--- src/verilog/fsp_pkg.sv ---
// fsp_pkg: constants and types of the flash self-program sequencer
package fsp_pkg;
  // ---------------------------------------------------------------
  // register map, byte addresses on the bus
  // ---------------------------------------------------------------
  localparam int ADR_W = 6;
  localparam logic [5:0] ADR_CTRL = 6'h00;
  localparam logic [5:0] ADR_KEY = 6'h04;
  localparam logic [5:0] ADR_TPAGE = 6'h08;
  localparam logic [5:0] ADR_TEA = 6'h0C;
  localparam logic [5:0] ADR_TDATA = 6'h10;
  localparam logic [5:0] ADR_VPAGE = 6'h14;
  localparam logic [5:0] ADR_VEA = 6'h18;
  localparam logic [5:0] ADR_TADDR = 6'h1C;
  localparam logic [5:0] ADR_VADDR = 6'h20;
  // ---------------------------------------------------------------
  // control register fields
  // ---------------------------------------------------------------
  localparam int CTRL_ESIZE_LO = 0;
  localparam int CTRL_ERASE_BIT = 4;
  localparam int CTRL_WORD_BIT = 5;
  localparam int CTRL_TARGET_BIT = 8;
  localparam int CTRL_START_BIT = 15;
  localparam logic [1:0] ESIZE_1ROW = 2'h0;
  localparam logic [1:0] ESIZE_2ROW = 2'h1;
  localparam logic [1:0] ESIZE_4ROW = 2'h2;
  // ---------------------------------------------------------------
  // unlock keys, pages, geometry, timing
  // ---------------------------------------------------------------
  localparam logic [7:0] KEY_FIRST = 8'h55;
  localparam logic [7:0] KEY_SECOND = 8'hAA;
  localparam logic [7:0] VIS_PAGE_PROG = 8'h00;
  localparam logic [7:0] VIS_PAGE_EEPROM = 8'hFF;
  localparam int ROW_WORDS = 32;
  localparam int ROW_BYTES = 96;
  localparam int IDX_W = 5;
  localparam int WORD_W = 24;
  localparam int ROW_W = 18;
  localparam int LAT_WR_CYCLES = 2;
  localparam logic [IDX_W-1:0] IDX_LAST = 5'h1F;

  typedef enum logic [2:0] {
    FSP_IDLE,
    FSP_PROG,
    FSP_PWAIT,
    FSP_ERASE,
    FSP_EWAIT
  } fsp_state_t;
endpackage : fsp_pkg

--- src/verilog/fsp_latch_bank.sv ---
// fsp_latch_bank: row-wide holding latches loaded by table writes
`timescale 1ns/100ps
`default_nettype none
module fsp_latch_bank
  import fsp_pkg::*;
#(
  parameter int WORDS = ROW_WORDS,
  parameter int WIDTH = WORD_W
) (
  input wire logic clk_sys,
  input wire logic nrst,
  input wire logic we,
  input wire logic [$clog2(WORDS)-1:0] widx,
  input wire logic [WIDTH-1:0] wdata,
  input wire logic [$clog2(WORDS)-1:0] ridx,
  output logic [WIDTH-1:0] rdata
);
  typedef struct packed {
    logic [WORDS-1:0][WIDTH-1:0] mem;
  } fsp_lat_t;

  fsp_lat_t lat_q;
  fsp_lat_t lat_d;

  // ---------------------------------------------------------------
  // storage
  // ---------------------------------------------------------------
  // any order, last load to a slot wins; flash is untouched here
  // RULE_07 last load wins
  always_comb begin
    lat_d = lat_q;
    if (we) begin
      lat_d.mem[widx] = wdata;
    end
  end

  always_ff @(posedge clk_sys or negedge nrst) begin
    if (!nrst) begin
      lat_q <= '0;
    end else begin
      lat_q <= lat_d;
    end
  end

  assign rdata = lat_q.mem[ridx];
endmodule : fsp_latch_bank
`default_nettype wire

--- src/verilog/fsp_sequencer.sv ---
// fsp_sequencer: run-time self-program sequencer with wishbone registers
//
// Local design decisions: the register addresses and the Wishbone register port.
`timescale 1ns/100ps
`default_nettype none
// Overview of operation
// RULE_01: flash rows hold 32 instruction words, 96 bytes each.
// RULE_02: erase covers one, two or four rows per operation.
// RULE_03: program writes one full row, or one single word.
// RULE_04: erase and row blocks are aligned to their own size.
// RULE_05: table writes only load holding latches, flash unchanged until run.
// RULE_06: any latch count programs; a full row needs 32 table writes.
// RULE_07: latches load in any order; a later load replaces earlier data.
// RULE_08: each latch load is one word finishing in two cycles.
// RULE_09: every row needs its own separately started programming operation.
// RULE_10: key register is write-only; 55h then AAh unlocks.
// RULE_11: control register picks erase size, memory target and starts.
// RULE_12: visibility address is page register plus address bits 14..0.
// RULE_13: visibility page 00 maps program flash, FF maps data EEPROM.
// RULE_14: table address is 8-bit page and 16-bit address; top bit config.
// RULE_15: start ignored unless both keys came directly before it.
// RULE_16: start bit begins the operation and clears itself when done.
// RULE_17: processor is stalled while an operation runs.
// RULE_18: processor runs two no-ops after setting the start bit.
module fsp_sequencer
  import fsp_pkg::*;
(
  input wire logic clk_sys,
  input wire logic nrst,
  input wire logic wb_cyc,
  input wire logic wb_stb,
  input wire logic wb_we,
  input wire logic [ADR_W-1:0] wb_adr,
  input wire logic [3:0] wb_sel,
  input wire logic [31:0] wb_wdat,
  output logic [31:0] wb_rdat,
  output logic wb_ack,
  output logic cpu_stall,
  output logic flash_prog,
  output logic flash_erase,
  output logic [WORD_W-1:0] flash_addr,
  output logic [WORD_W-1:0] flash_data,
  output logic [1:0] flash_rows,
  output logic flash_target,
  input wire logic flash_done,
  output logic [WORD_W-1:0] tbl_addr,
  output logic [WORD_W-1:0] vis_addr,
  output logic vis_eeprom
);
  typedef struct packed {
    fsp_state_t st;
    logic ack;
    logic lphase;
    logic [31:0] rdat;
    logic key55;
    logic unlk;
    logic start;
    logic [1:0] esize;
    logic erase;
    logic word;
    logic target;
    logic [7:0] tpage;
    logic [15:0] tea;
    logic [7:0] vpage;
    logic [15:0] vea;
    logic [IDX_W-1:0] idx;
    logic [ROW_W-1:0] row;
    logic stall;
    logic fprog;
    logic ferase;
    logic [WORD_W-1:0] faddr;
    logic [WORD_W-1:0] fdata;
    logic [1:0] frows;
    logic [WORD_W-1:0] taddr;
    logic [WORD_W-1:0] vaddr;
    logic veep;
  } fsp_regs_t;

  fsp_regs_t r_q;
  fsp_regs_t r_d;
  logic take;
  logic lat_take;
  logic lat_we;
  logic start_go;
  logic [31:0] ctrl_rd;
  logic [31:0] wv;
  logic [IDX_W-1:0] lat_ridx;
  logic [WORD_W-1:0] lat_rdata;

  // ---------------------------------------------------------------
  // helpers
  // ---------------------------------------------------------------
  // byte-lane merge for partial writes
  function automatic logic [31:0] fsp_merge(input logic [31:0] old,
                                            input logic [31:0] wd,
                                            input logic [3:0] sel);
    logic [31:0] m;
    m = old;
    for (int b = 0; b < 4; b++) begin
      if (sel[b]) begin
        m[8*b +: 8] = wd[8*b +: 8];
      end
    end
    return m;
  endfunction : fsp_merge

  // size mapping; the spare code 3 falls back to one row
  function automatic logic [1:0] fsp_norm(input logic [1:0] es);
    return (es == ESIZE_2ROW || es == ESIZE_4ROW) ? es : ESIZE_1ROW;
  endfunction : fsp_norm

  // clear the low row bits so the block starts on its own size
  function automatic logic [ROW_W-1:0] fsp_align(input logic [ROW_W-1:0] row,
                                                 input logic [1:0] es);
    logic [ROW_W-1:0] a;
    case (fsp_norm(es))
      ESIZE_2ROW: a = {row[ROW_W-1:1], 1'b0};
      ESIZE_4ROW: a = {row[ROW_W-1:2], 2'h0};
      default: a = row;
    endcase
    return a;
  endfunction : fsp_align

  // ---------------------------------------------------------------
  // holding latches
  // ---------------------------------------------------------------
  // idle readback follows the table address, busy reads follow the stream
  assign lat_ridx = (r_q.st == FSP_IDLE) ? r_q.tea[5:1] : r_q.idx;

  fsp_latch_bank #(
    .WORDS(ROW_WORDS),
    .WIDTH(WORD_W)
  ) u_latch (
    .clk_sys(clk_sys),
    .nrst(nrst),
    .we(lat_we),
    .widx(r_q.tea[5:1]),
    .wdata(r_q.rdat[WORD_W-1:0]),
    .ridx(lat_ridx),
    .rdata(lat_rdata)
  );

  // ---------------------------------------------------------------
  // next-state logic
  // ---------------------------------------------------------------
  always_comb begin
    r_d = r_q;
    r_d.ack = 1'b0;
    r_d.fprog = 1'b0;
    r_d.ferase = 1'b0;
    start_go = 1'b0;
    lat_we = 1'b0;
    ctrl_rd = '0;
    ctrl_rd[CTRL_ESIZE_LO +: 2] = r_q.esize;
    ctrl_rd[CTRL_ERASE_BIT] = r_q.erase;
    ctrl_rd[CTRL_WORD_BIT] = r_q.word;
    ctrl_rd[CTRL_TARGET_BIT] = r_q.target;
    ctrl_rd[CTRL_START_BIT] = r_q.start;
    take = wb_cyc && wb_stb && !r_q.ack && !r_q.lphase;
    lat_take = take && wb_we && (wb_adr == ADR_TDATA);
    wv = '0;

    // RULE_12 visibility address
    // RULE_13 page FF flags eeprom
    r_d.vaddr = {1'b0, r_q.vpage, r_q.vea[14:0]};
    r_d.veep = (r_q.vpage == VIS_PAGE_EEPROM);
    // RULE_14 table address forming
    r_d.taddr = {r_q.tpage, r_q.tea};

    // RULE_08 second latch cycle
    // RULE_05 latch only, no flash
    if (r_q.lphase) begin
      r_d.lphase = 1'b0;
      r_d.ack = 1'b1;
      lat_we = (r_q.st == FSP_IDLE);
    end

    if (take) begin
      r_d.rdat = '0;
      if (!wb_we) begin
        // read mux; the key register is write-only and reads zero
        r_d.ack = 1'b1;
        case (wb_adr)
          ADR_CTRL: r_d.rdat = ctrl_rd;
          ADR_TPAGE: r_d.rdat[7:0] = r_q.tpage;
          ADR_TEA: r_d.rdat[15:0] = r_q.tea;
          ADR_TDATA: r_d.rdat[WORD_W-1:0] = lat_rdata;
          ADR_VPAGE: r_d.rdat[7:0] = r_q.vpage;
          ADR_VEA: r_d.rdat[15:0] = r_q.vea;
          ADR_TADDR: r_d.rdat[WORD_W-1:0] = r_q.taddr;
          ADR_VADDR: r_d.rdat[WORD_W:0] = {r_q.veep, r_q.vaddr};
          default: r_d.rdat = '0;
        endcase
      end else begin
        // RULE_15 other writes cancel unlock
        r_d.key55 = 1'b0;
        r_d.unlk = 1'b0;
        r_d.ack = !lat_take;
        r_d.lphase = lat_take;
        if (lat_take) begin
          // data parked in rdat until the second cycle loads it
          r_d.rdat = wb_wdat;
        end
        case (wb_adr)
          ADR_KEY: begin
            // RULE_10 key pair sequence
            if (wb_wdat[7:0] == KEY_FIRST) begin
              r_d.key55 = 1'b1;
            end else if (r_q.key55 && wb_wdat[7:0] == KEY_SECOND) begin
              r_d.unlk = 1'b1;
            end
          end
          ADR_CTRL: begin
            wv = fsp_merge(ctrl_rd, wb_wdat, wb_sel);
            if (r_q.st == FSP_IDLE) begin
              // RULE_11 size, target, start
              r_d.esize = wv[CTRL_ESIZE_LO +: 2];
              r_d.erase = wv[CTRL_ERASE_BIT];
              r_d.word = wv[CTRL_WORD_BIT];
              r_d.target = wv[CTRL_TARGET_BIT];
              // RULE_15 start needs unlock
              // RULE_10 keys gate start
              start_go = wv[CTRL_START_BIT] && r_q.unlk;
            end
          end
          ADR_TPAGE: begin
            wv = fsp_merge({24'h000000, r_q.tpage}, wb_wdat, wb_sel);
            r_d.tpage = wv[7:0];
          end
          ADR_TEA: begin
            wv = fsp_merge({16'h0000, r_q.tea}, wb_wdat, wb_sel);
            r_d.tea = wv[15:0];
          end
          ADR_VPAGE: begin
            wv = fsp_merge({24'h000000, r_q.vpage}, wb_wdat, wb_sel);
            r_d.vpage = wv[7:0];
          end
          ADR_VEA: begin
            wv = fsp_merge({16'h0000, r_q.vea}, wb_wdat, wb_sel);
            r_d.vea = wv[15:0];
          end
          default: ;
        endcase
      end
    end

    // RULE_16 start bit sets operation
    // RULE_17 stall raised with start
    if (start_go) begin
      r_d.start = 1'b1;
      r_d.stall = 1'b1;
      r_d.row = r_q.taddr[WORD_W-1:6];
      r_d.idx = wv[CTRL_WORD_BIT] ? r_q.tea[5:1] : '0;
      r_d.st = wv[CTRL_ERASE_BIT] ? FSP_ERASE : FSP_PROG;
    end

    // operation sequencer
    case (r_q.st)
      FSP_IDLE: ;
      FSP_ERASE: begin
        // RULE_02 one, two or four rows
        // RULE_04 block aligned to its size
        r_d.ferase = 1'b1;
        r_d.frows = fsp_norm(r_q.esize);
        r_d.faddr = {fsp_align(r_q.row, r_q.esize), 6'h00};
        r_d.st = FSP_EWAIT;
      end
      FSP_PROG: begin
        // RULE_01 one 32-word row
        // RULE_03 stream latches to flash
        r_d.fprog = 1'b1;
        r_d.faddr = {r_q.row, r_q.idx, 1'b0};
        r_d.fdata = lat_rdata;
        r_d.st = FSP_PWAIT;
      end
      FSP_PWAIT: begin
        if (flash_done) begin
          // RULE_06 full row, unloaded slots too
          // RULE_09 one row per start
          if (r_q.word || r_q.idx == IDX_LAST) begin
            r_d.st = FSP_IDLE;
            r_d.start = 1'b0;
            r_d.stall = 1'b0;
          end else begin
            r_d.idx = r_q.idx + 1'b1;
            r_d.st = FSP_PROG;
          end
        end
      end
      FSP_EWAIT: begin
        // RULE_16 start self-clears
        // RULE_17 stall released at end
        if (flash_done) begin
          r_d.st = FSP_IDLE;
          r_d.start = 1'b0;
          r_d.stall = 1'b0;
        end
      end
      default: r_d.st = FSP_IDLE;
    endcase
  end

  // ---------------------------------------------------------------
  // state register
  // ---------------------------------------------------------------
  always_ff @(posedge clk_sys or negedge nrst) begin
    if (!nrst) begin
      r_q <= '0;
    end else begin
      r_q <= r_d;
    end
  end

  // outputs straight from the state flops
  assign wb_rdat = r_q.rdat;
  assign wb_ack = r_q.ack;
  assign cpu_stall = r_q.stall;
  assign flash_prog = r_q.fprog;
  assign flash_erase = r_q.ferase;
  assign flash_addr = r_q.faddr;
  assign flash_data = r_q.fdata;
  assign flash_rows = r_q.frows;
  assign flash_target = r_q.target;
  assign tbl_addr = r_q.taddr;
  assign vis_addr = r_q.vaddr;
  assign vis_eeprom = r_q.veep;
endmodule : fsp_sequencer
`default_nettype wire

--- config.mk ---
export PLATFORM = sky130hd
export DESIGN_NAME = fsp_sequencer
export DESIGN_NICKNAME = d
export VERILOG_FILES = /design/src/verilog/fsp_pkg.sv /design/src/verilog/fsp_latch_bank.sv /design/src/verilog/fsp_sequencer.sv
export SDC_FILE = /design/constraint.sdc
export NUM_CORES = 2
export LEC_CHECK = 0
export BUFFER_PORTS_ARGS = -buffer_cell sky130_fd_sc_hd__buf_2
export CORE_ASPECT_RATIO = 0.75
export CORE_UTILIZATION = 45
export DETAILED_ROUTE_END_ITERATION = 7
export HOLD_SLACK_MARGIN = 0.12
export SLEW_MARGIN = 5
export SYNTH_ARGS = -nofsm -noshare
export SYNTH_HDL_FRONTEND = slang
export SYNTH_SLANG_ARGS = --single-unit
export TNS_END_PERCENT = 10
--- constraint.sdc ---
create_clock -name clk_sys -period 3.6 [get_ports clk_sys]
set_input_delay 0.18 -clock clk_sys [delete_from_list [all_inputs] [get_ports clk_sys]]
set_output_delay 0.18 -clock clk_sys [all_outputs]
set_load 0.02 [all_outputs]
== After elaboration in Yosys (flattened, before gate mapping) ==
Index checks and enable logic that the tools add are counted.

* Register bits after elaboration: 985
* Output and inout port bits: 136
* Logic and storage cells: 169

* Add/sub/neg operators: 1
* Order comparisons: 3
* Equal/unequal tests: 20
* Mux-type cells: 65
* Reductions and logical operators: 22

{| class="wikitable"
|+ Operators with widths
! operator !! number
|-
| 768-bit bitwise mux || 1
|-
| 24-bit binary-select mux with 5-bit select || 1
|-
| 24-bit demux with 5-bit select || 1
|-
| 8-bit 2-to-1 mux || 10
|-
| 24-bit 2-to-1 mux || 3
|-
| 32-bit 2-to-1 mux || 2
|-
| 8-bit case mux with 8 select lines || 1
|-
| 24-bit case mux with 2 select lines || 1
|-
| 8-bit case mux with 6 select lines || 1
|-
| 36-bit 2-to-1 mux || 1
|-
| 6-bit case mux with 5 select lines || 1
|-
| 5-bit 2-to-1 mux || 5
|-
| 6-bit by 5-bit == test with 1-bit output (second input constant) || 4
|-
| 8-bit case mux with 3 select lines || 1
|-
| 1-bit 2-to-1 mux || 21
|-
| 6-bit 2-to-1 mux || 3
|-
| 8-bit == test (second input constant) || 2
|-
| 3-bit case mux with 5 select lines || 1
|-
| 6-bit by 4-bit == test with 1-bit output (second input constant) || 2
|-
| 5-bit by 6-bit less-than comparator with 1-bit output (second input constant) || 2
|-
| 3-bit AND reduction || 4
|-
| 2-bit 2-to-1 mux || 5
|-
| 3-bit 2-to-1 mux || 3
|-
| 8-bit by 7-bit == test with 1-bit output (second input constant) || 1
|-
| other kinds (20) || 34
|}

== Logic depth before layout (Yosys ltp) ==
* Depth after elaboration: 13
* Depth in mapped cells: 13
* Depth with buffers taken out: 8

== By module ==
A second synthesis with hierarchy kept.

* Cell total of the unflattened synthesis: 3431
* Area, all modules: 45642.5 sq um

{| class="wikitable"
|+ Modules (own cells, without submodules)
! module !! times used !! cells an instance !! area each (sq um)
|-
| fsp_latch_bank || 1 || 2602 || 35755.5
|-
| fsp_sequencer || 1 || 829 || 9887.0
|}

== Worst setup path before layout ==
Ideal clock, no wire load.

* Path type: reg2reg
* Start point: register r_q[217] (netlist bit)
* End point: register r_q, in the netlist wb_rdat[2]
* Setup time: 0.082 ns
* Data arrival time: 2.664 ns
* Setup slack: 0.854 ns
* Cell stages (with the launch flop): 11
* Buffers on the path: 4
* Cells stage by stage: dfrtp_1 -> buf_6 -> or3_1 -> buf_2 -> mux2i_2 -> clkbuf_1 -> o21ai_1 -> clkbuf_1 -> o22ai_1 -> or4_1 -> o22ai_1

* Word-level cells in the longest chain between the ends: 6

{| class="wikitable"
|+ RTL lines
! what !! line !! RTL
|-
| from (decl) || fsp_sequencer.sv:79 || <nowiki>fsp_regs_t r_q;</nowiki>
|-
| from (signal assigned) || fsp_sequencer.sv:310 || <nowiki>r_q <= r_d;</nowiki>
|-
| 3-bit logical NOT || fsp_sequencer.sv:128 || <nowiki>assign lat_ridx = (r_q.st == FSP_IDLE) ? r_q.tea[5:1] : r_q.idx;</nowiki>
|-
| 5-bit 2-to-1 mux || fsp_sequencer.sv:128 ||
|-
| 24-bit binary-select mux with 5-bit select || fsp_latch_bank.sv:45 || <nowiki>assign rdata = lat_q.mem[ridx];</nowiki>
|-
| 24-bit 2-to-1 mux (not written as such) || fsp_latch_bank.sv:45 ||
|-
| 8-bit case mux with 8 select lines || fsp_sequencer.sv:183 || <nowiki>case (wb_adr)</nowiki>
|-
| 32-bit 2-to-1 mux || fsp_sequencer.sv:180 || <nowiki>if (!wb_we) begin</nowiki>
|}

Every way passes these cells. The select of a mux whose other input is x is not followed.
A chain may end at the register's enable or synchronous reset.

== Final worst setup path ==
* Start point: register r_q[215] (netlist bit)
* End point: register r_q, in the netlist wb_rdat[5]

The elaborated chain is that of the path after synthesis.

==> qor.txt <==
Total Routing Usage GR: 27.7%
Switching pwr: 5490 uW
Final net count: 4162
GP Congestion: 0.887
Final Routed Wirelength: 147 mm
DRT antenna net count: 0
Layout cell share with drive strength beyond 1: 34.3%
Peak Freq: 0.294 GHz
DRT Pass-1 Iters: 6
CTS max path bufs: 3
Setup skew after layout: 0.0214 ns
Row count: 102
Distinct cell type count after synthesis: 73
Final hold violation count: 0
Status: finished, final reports clean
Yosys reg bits: 984
Global-route wire length before repair: 219 mm
Number of synthesized flops with an enable pin: 0
Die Wd: 376 um
Fin area: 53500 um^2
Synthesized area: 47200 um^2
Reg clk slew, reported paths: 0.07 ns
Largest net degree at the start of global routing: 105
Critical Path Start Type: flip-flop
Largest stage delay, worst path: 0.74 ns
Internal power: 17700 uW
Core Area: 104000 um^2
Most frequent cells in the layout: dfrtp_1, mux2_2, nand2_1
Congestion Overflow GR: 0
Max Cap Violations: 0
Sequential-to-total area share from yosys stat: 52.2%
Clock root buffer: clkbuf_16
Logic pwr share: 5.2%
Setup Buffers After CTS: 0
Initial core utilization: 45.5%
Fin crit share: 94.6%
Post-DR wirelength/cell: 26.2 um
Crit end category: flip-flop
Core Util, Final: 51.6%
Inserted Clock Buffers: 95
Die ar.: 106000 um^2
Number of global-route vias before repair: 32300
Warnings, synthesis: 0
Flop pwr share: 48.9%
Pins Over Slew Limit: 0
Worst skew pair latency: 0.70 ns
WP data arrival: 3.94 ns
Syn Inst Count: 4024
Vert. Die Dim: 282 um
Diode count: 0
Slew headroom: 13.2%
Vias per inst: 5.96
Placed Area: 49800 um^2
Setup CP Type: reg2reg
P&R area growth vs syn: 13.4%
VDD IR max: 0.296 mV
Clock Power Share: 45.9%
Top FF cell, synth: dfrtp_1
Port bufs: 179
Most common cell after layout, fill and taps aside: dfrtp_1
Avg Inst Size Synth: 11.7 um^2
Crit-path cells: or3_4 > mux2_4 > nor2_1 > buf_4 > a32oi_1 > nand2_1 > or4_1 > o22ai_1
RSZ-0062 raised after global routing: no
Final min period: 3.41 ns
Setup violations, final: 0
Max stage delay cell, worst path: nor2_1
Initial antenna violation count: 4
P_leak: 0.0255 uW
CP max FO: 14
# IOs: 184
Net Sw Frac: 23.7%
Initial DRC count: 3478
Ys async rst share: 100%
Worst EP required: 4.13 ns
Worst Tran Pin Value: 1.30 ns
CTS tree: yes
Dpl hpwl: 96.7 mm
Worst min path class: in2reg
CTS Sinks: 984
Pwr/cell area: 433 nW/um^2
H-tree Lvls: 3
Routed via count: 33300
# DRC: 0
Setup TNS: 0 ns
==> cell families (layout without fill, tap and decap cells) <==
| group | count (synthesis) | in the layout | synth area share (%) |
|---|---|---|---|
| flip-flops | 984 | 984 | 52.2 |
| XOR/XNOR | 2 | 2 | 0.0371 |
| buffers and inverters | 477 | 635 | 5.19 |
| other | 1 | 2 | 0.00795 |
| multiplexers | 1091 | 1091 | 25.6 |
| AND/OR/NAND/NOR | 888 | 888 | 8.51 |
| AO/OA/AOI/OAI | 576 | 576 | 8.32 |
| adder cells (fa/ha/maj) | 5 | 5 | 0.133 |
==> critical path: cells and delay by family, from the launching register on <==
| kind | cells | cell delay (ns) |
|---|---|---|
| AND/OR/NAND/NOR | 4 | 1.68 |
| flip-flops | 1 | 0.52 |
| multiplexers | 1 | 0.45 |
| buffers and inverters | 1 | 0.35 |
| AO/OA/AOI/OAI | 2 | 0.22 |
==> metrics by stage <==
step | hold WS [ns] | worst slack, ns | instances | total power (uW)
floorplan | -0.116 | 0.854 | 4025 | 12000
global route | 0.197 | 0.135 | 5587 | 23900
finish | 0.223 | 0.194 | 5587 | 23200
detailed placement | 0.256 | 0.241 | 5371 | 12700
global placement | 0.262 | 0.274 | 5371 | 12700
CTS | 0.149 | 0.211 | 5587 | 23300
==> metal layers <==
layer / global-route usage [%] / vias up / share of wire, %
met2: 40.5 / 1190 / 43
met4: 6.70 / 2 / 2.2
met1: 41.6 / 17400 / 47
met3: 5.91 / 195 / 7.7
li1: - / 14500 / -
met5: 0 / - / 0.0089
==> flip-flops by register name, summed over array words and instances, names as in the netlist <==
signal	count
flash_addr	23
flash_data	24
r_d	47
ctrl_rd	5
vis_eeprom	1
u_latch.lat_q	768
flash_prog	1
tbl_addr	24
wb_rdat	32
flash_rows	2
flash_erase	1
cpu_stall	1
r_q	30
flash_target	1
vis_addr	23
wb_ack	1
==> final cells by class <==
type	instances	area, um^2
clock buffer	140	2860
tap	1404	1760
inverter	9	33.8
fill	9156	50100
sequential	984	24600
multi-input combinational	2564	20200
clock inverter	31	433
timing repair buffer	455	3570
==> path summary, 6_finish.rpt <==
| path | from | to | slack, ns | depth (start not counted) |
|---|---|---|---|---|
| max in group asynchronous | nrst | u_latch.lat_q[649] | 1.58 | 4 |
| max | r_q[215] | wb_rdat[5] | 0.19 | 8 |
| min reg2reg | r_d[1] | vis_addr[0] | 0.40 | 0 |
| min in group asynchronous | nrst | u_latch.lat_q[552] | 0.60 | 3 |
| max reg2reg | r_q[215] | wb_rdat[5] | 0.19 | 8 |
| min | wb_stb | r_q[180] | 0.22 | 4 |
==> synthesized netlist by cell type (11+ instances only) <==
cell	n	area, um^2
nor3b_1	16	120
a31oi_1	43	269
a32oi_1	47	412
clkbuf_1	243	912
nor3_1	22	110
nand2_1	562	2110
a211oi_1	85	638
mux2_2	828	9320
nand4_1	11	68.8
and3_1	34	213
o21ai_0	55	275
a22oi_1	53	398
a21oi_1	124	621
nor2b_1	54	338
dfrtp_1	984	24600
buf_4	145	1090
nand3_1	33	165
nand2b_1	13	81.3
nor4_1	24	150
mux2i_1	250	2500
a221oi_1	16	140
or4_1	19	143
nor2_1	66	248
o221ai_1	17	149
buf_1	32	120
o21ai_1	17	85.1
o22ai_1	50	313
buf_2	39	195
==> what timing repair did <==
action                    CTS  global route
hold buffers               45             0
hold endpoints to repair  376             0
gates resized for setup     0             0
==> power groups by stage <==
stage | Clock [uW] | Sequential, uW | Combinational (uW)
6_report | 10600 | 11300 | 1210
5_1_grt | 11300 | 11300 | 1300
4_1_cts | 10800 | 11300 | 1220
3_5_place_dp | 0 | 11500 | 1180
3_3_place_gp | 0 | 11500 | 1170
2_1_floorplan | 0 | 11400 | 608
Note: power is estimated with default switching activity, not from simulation.
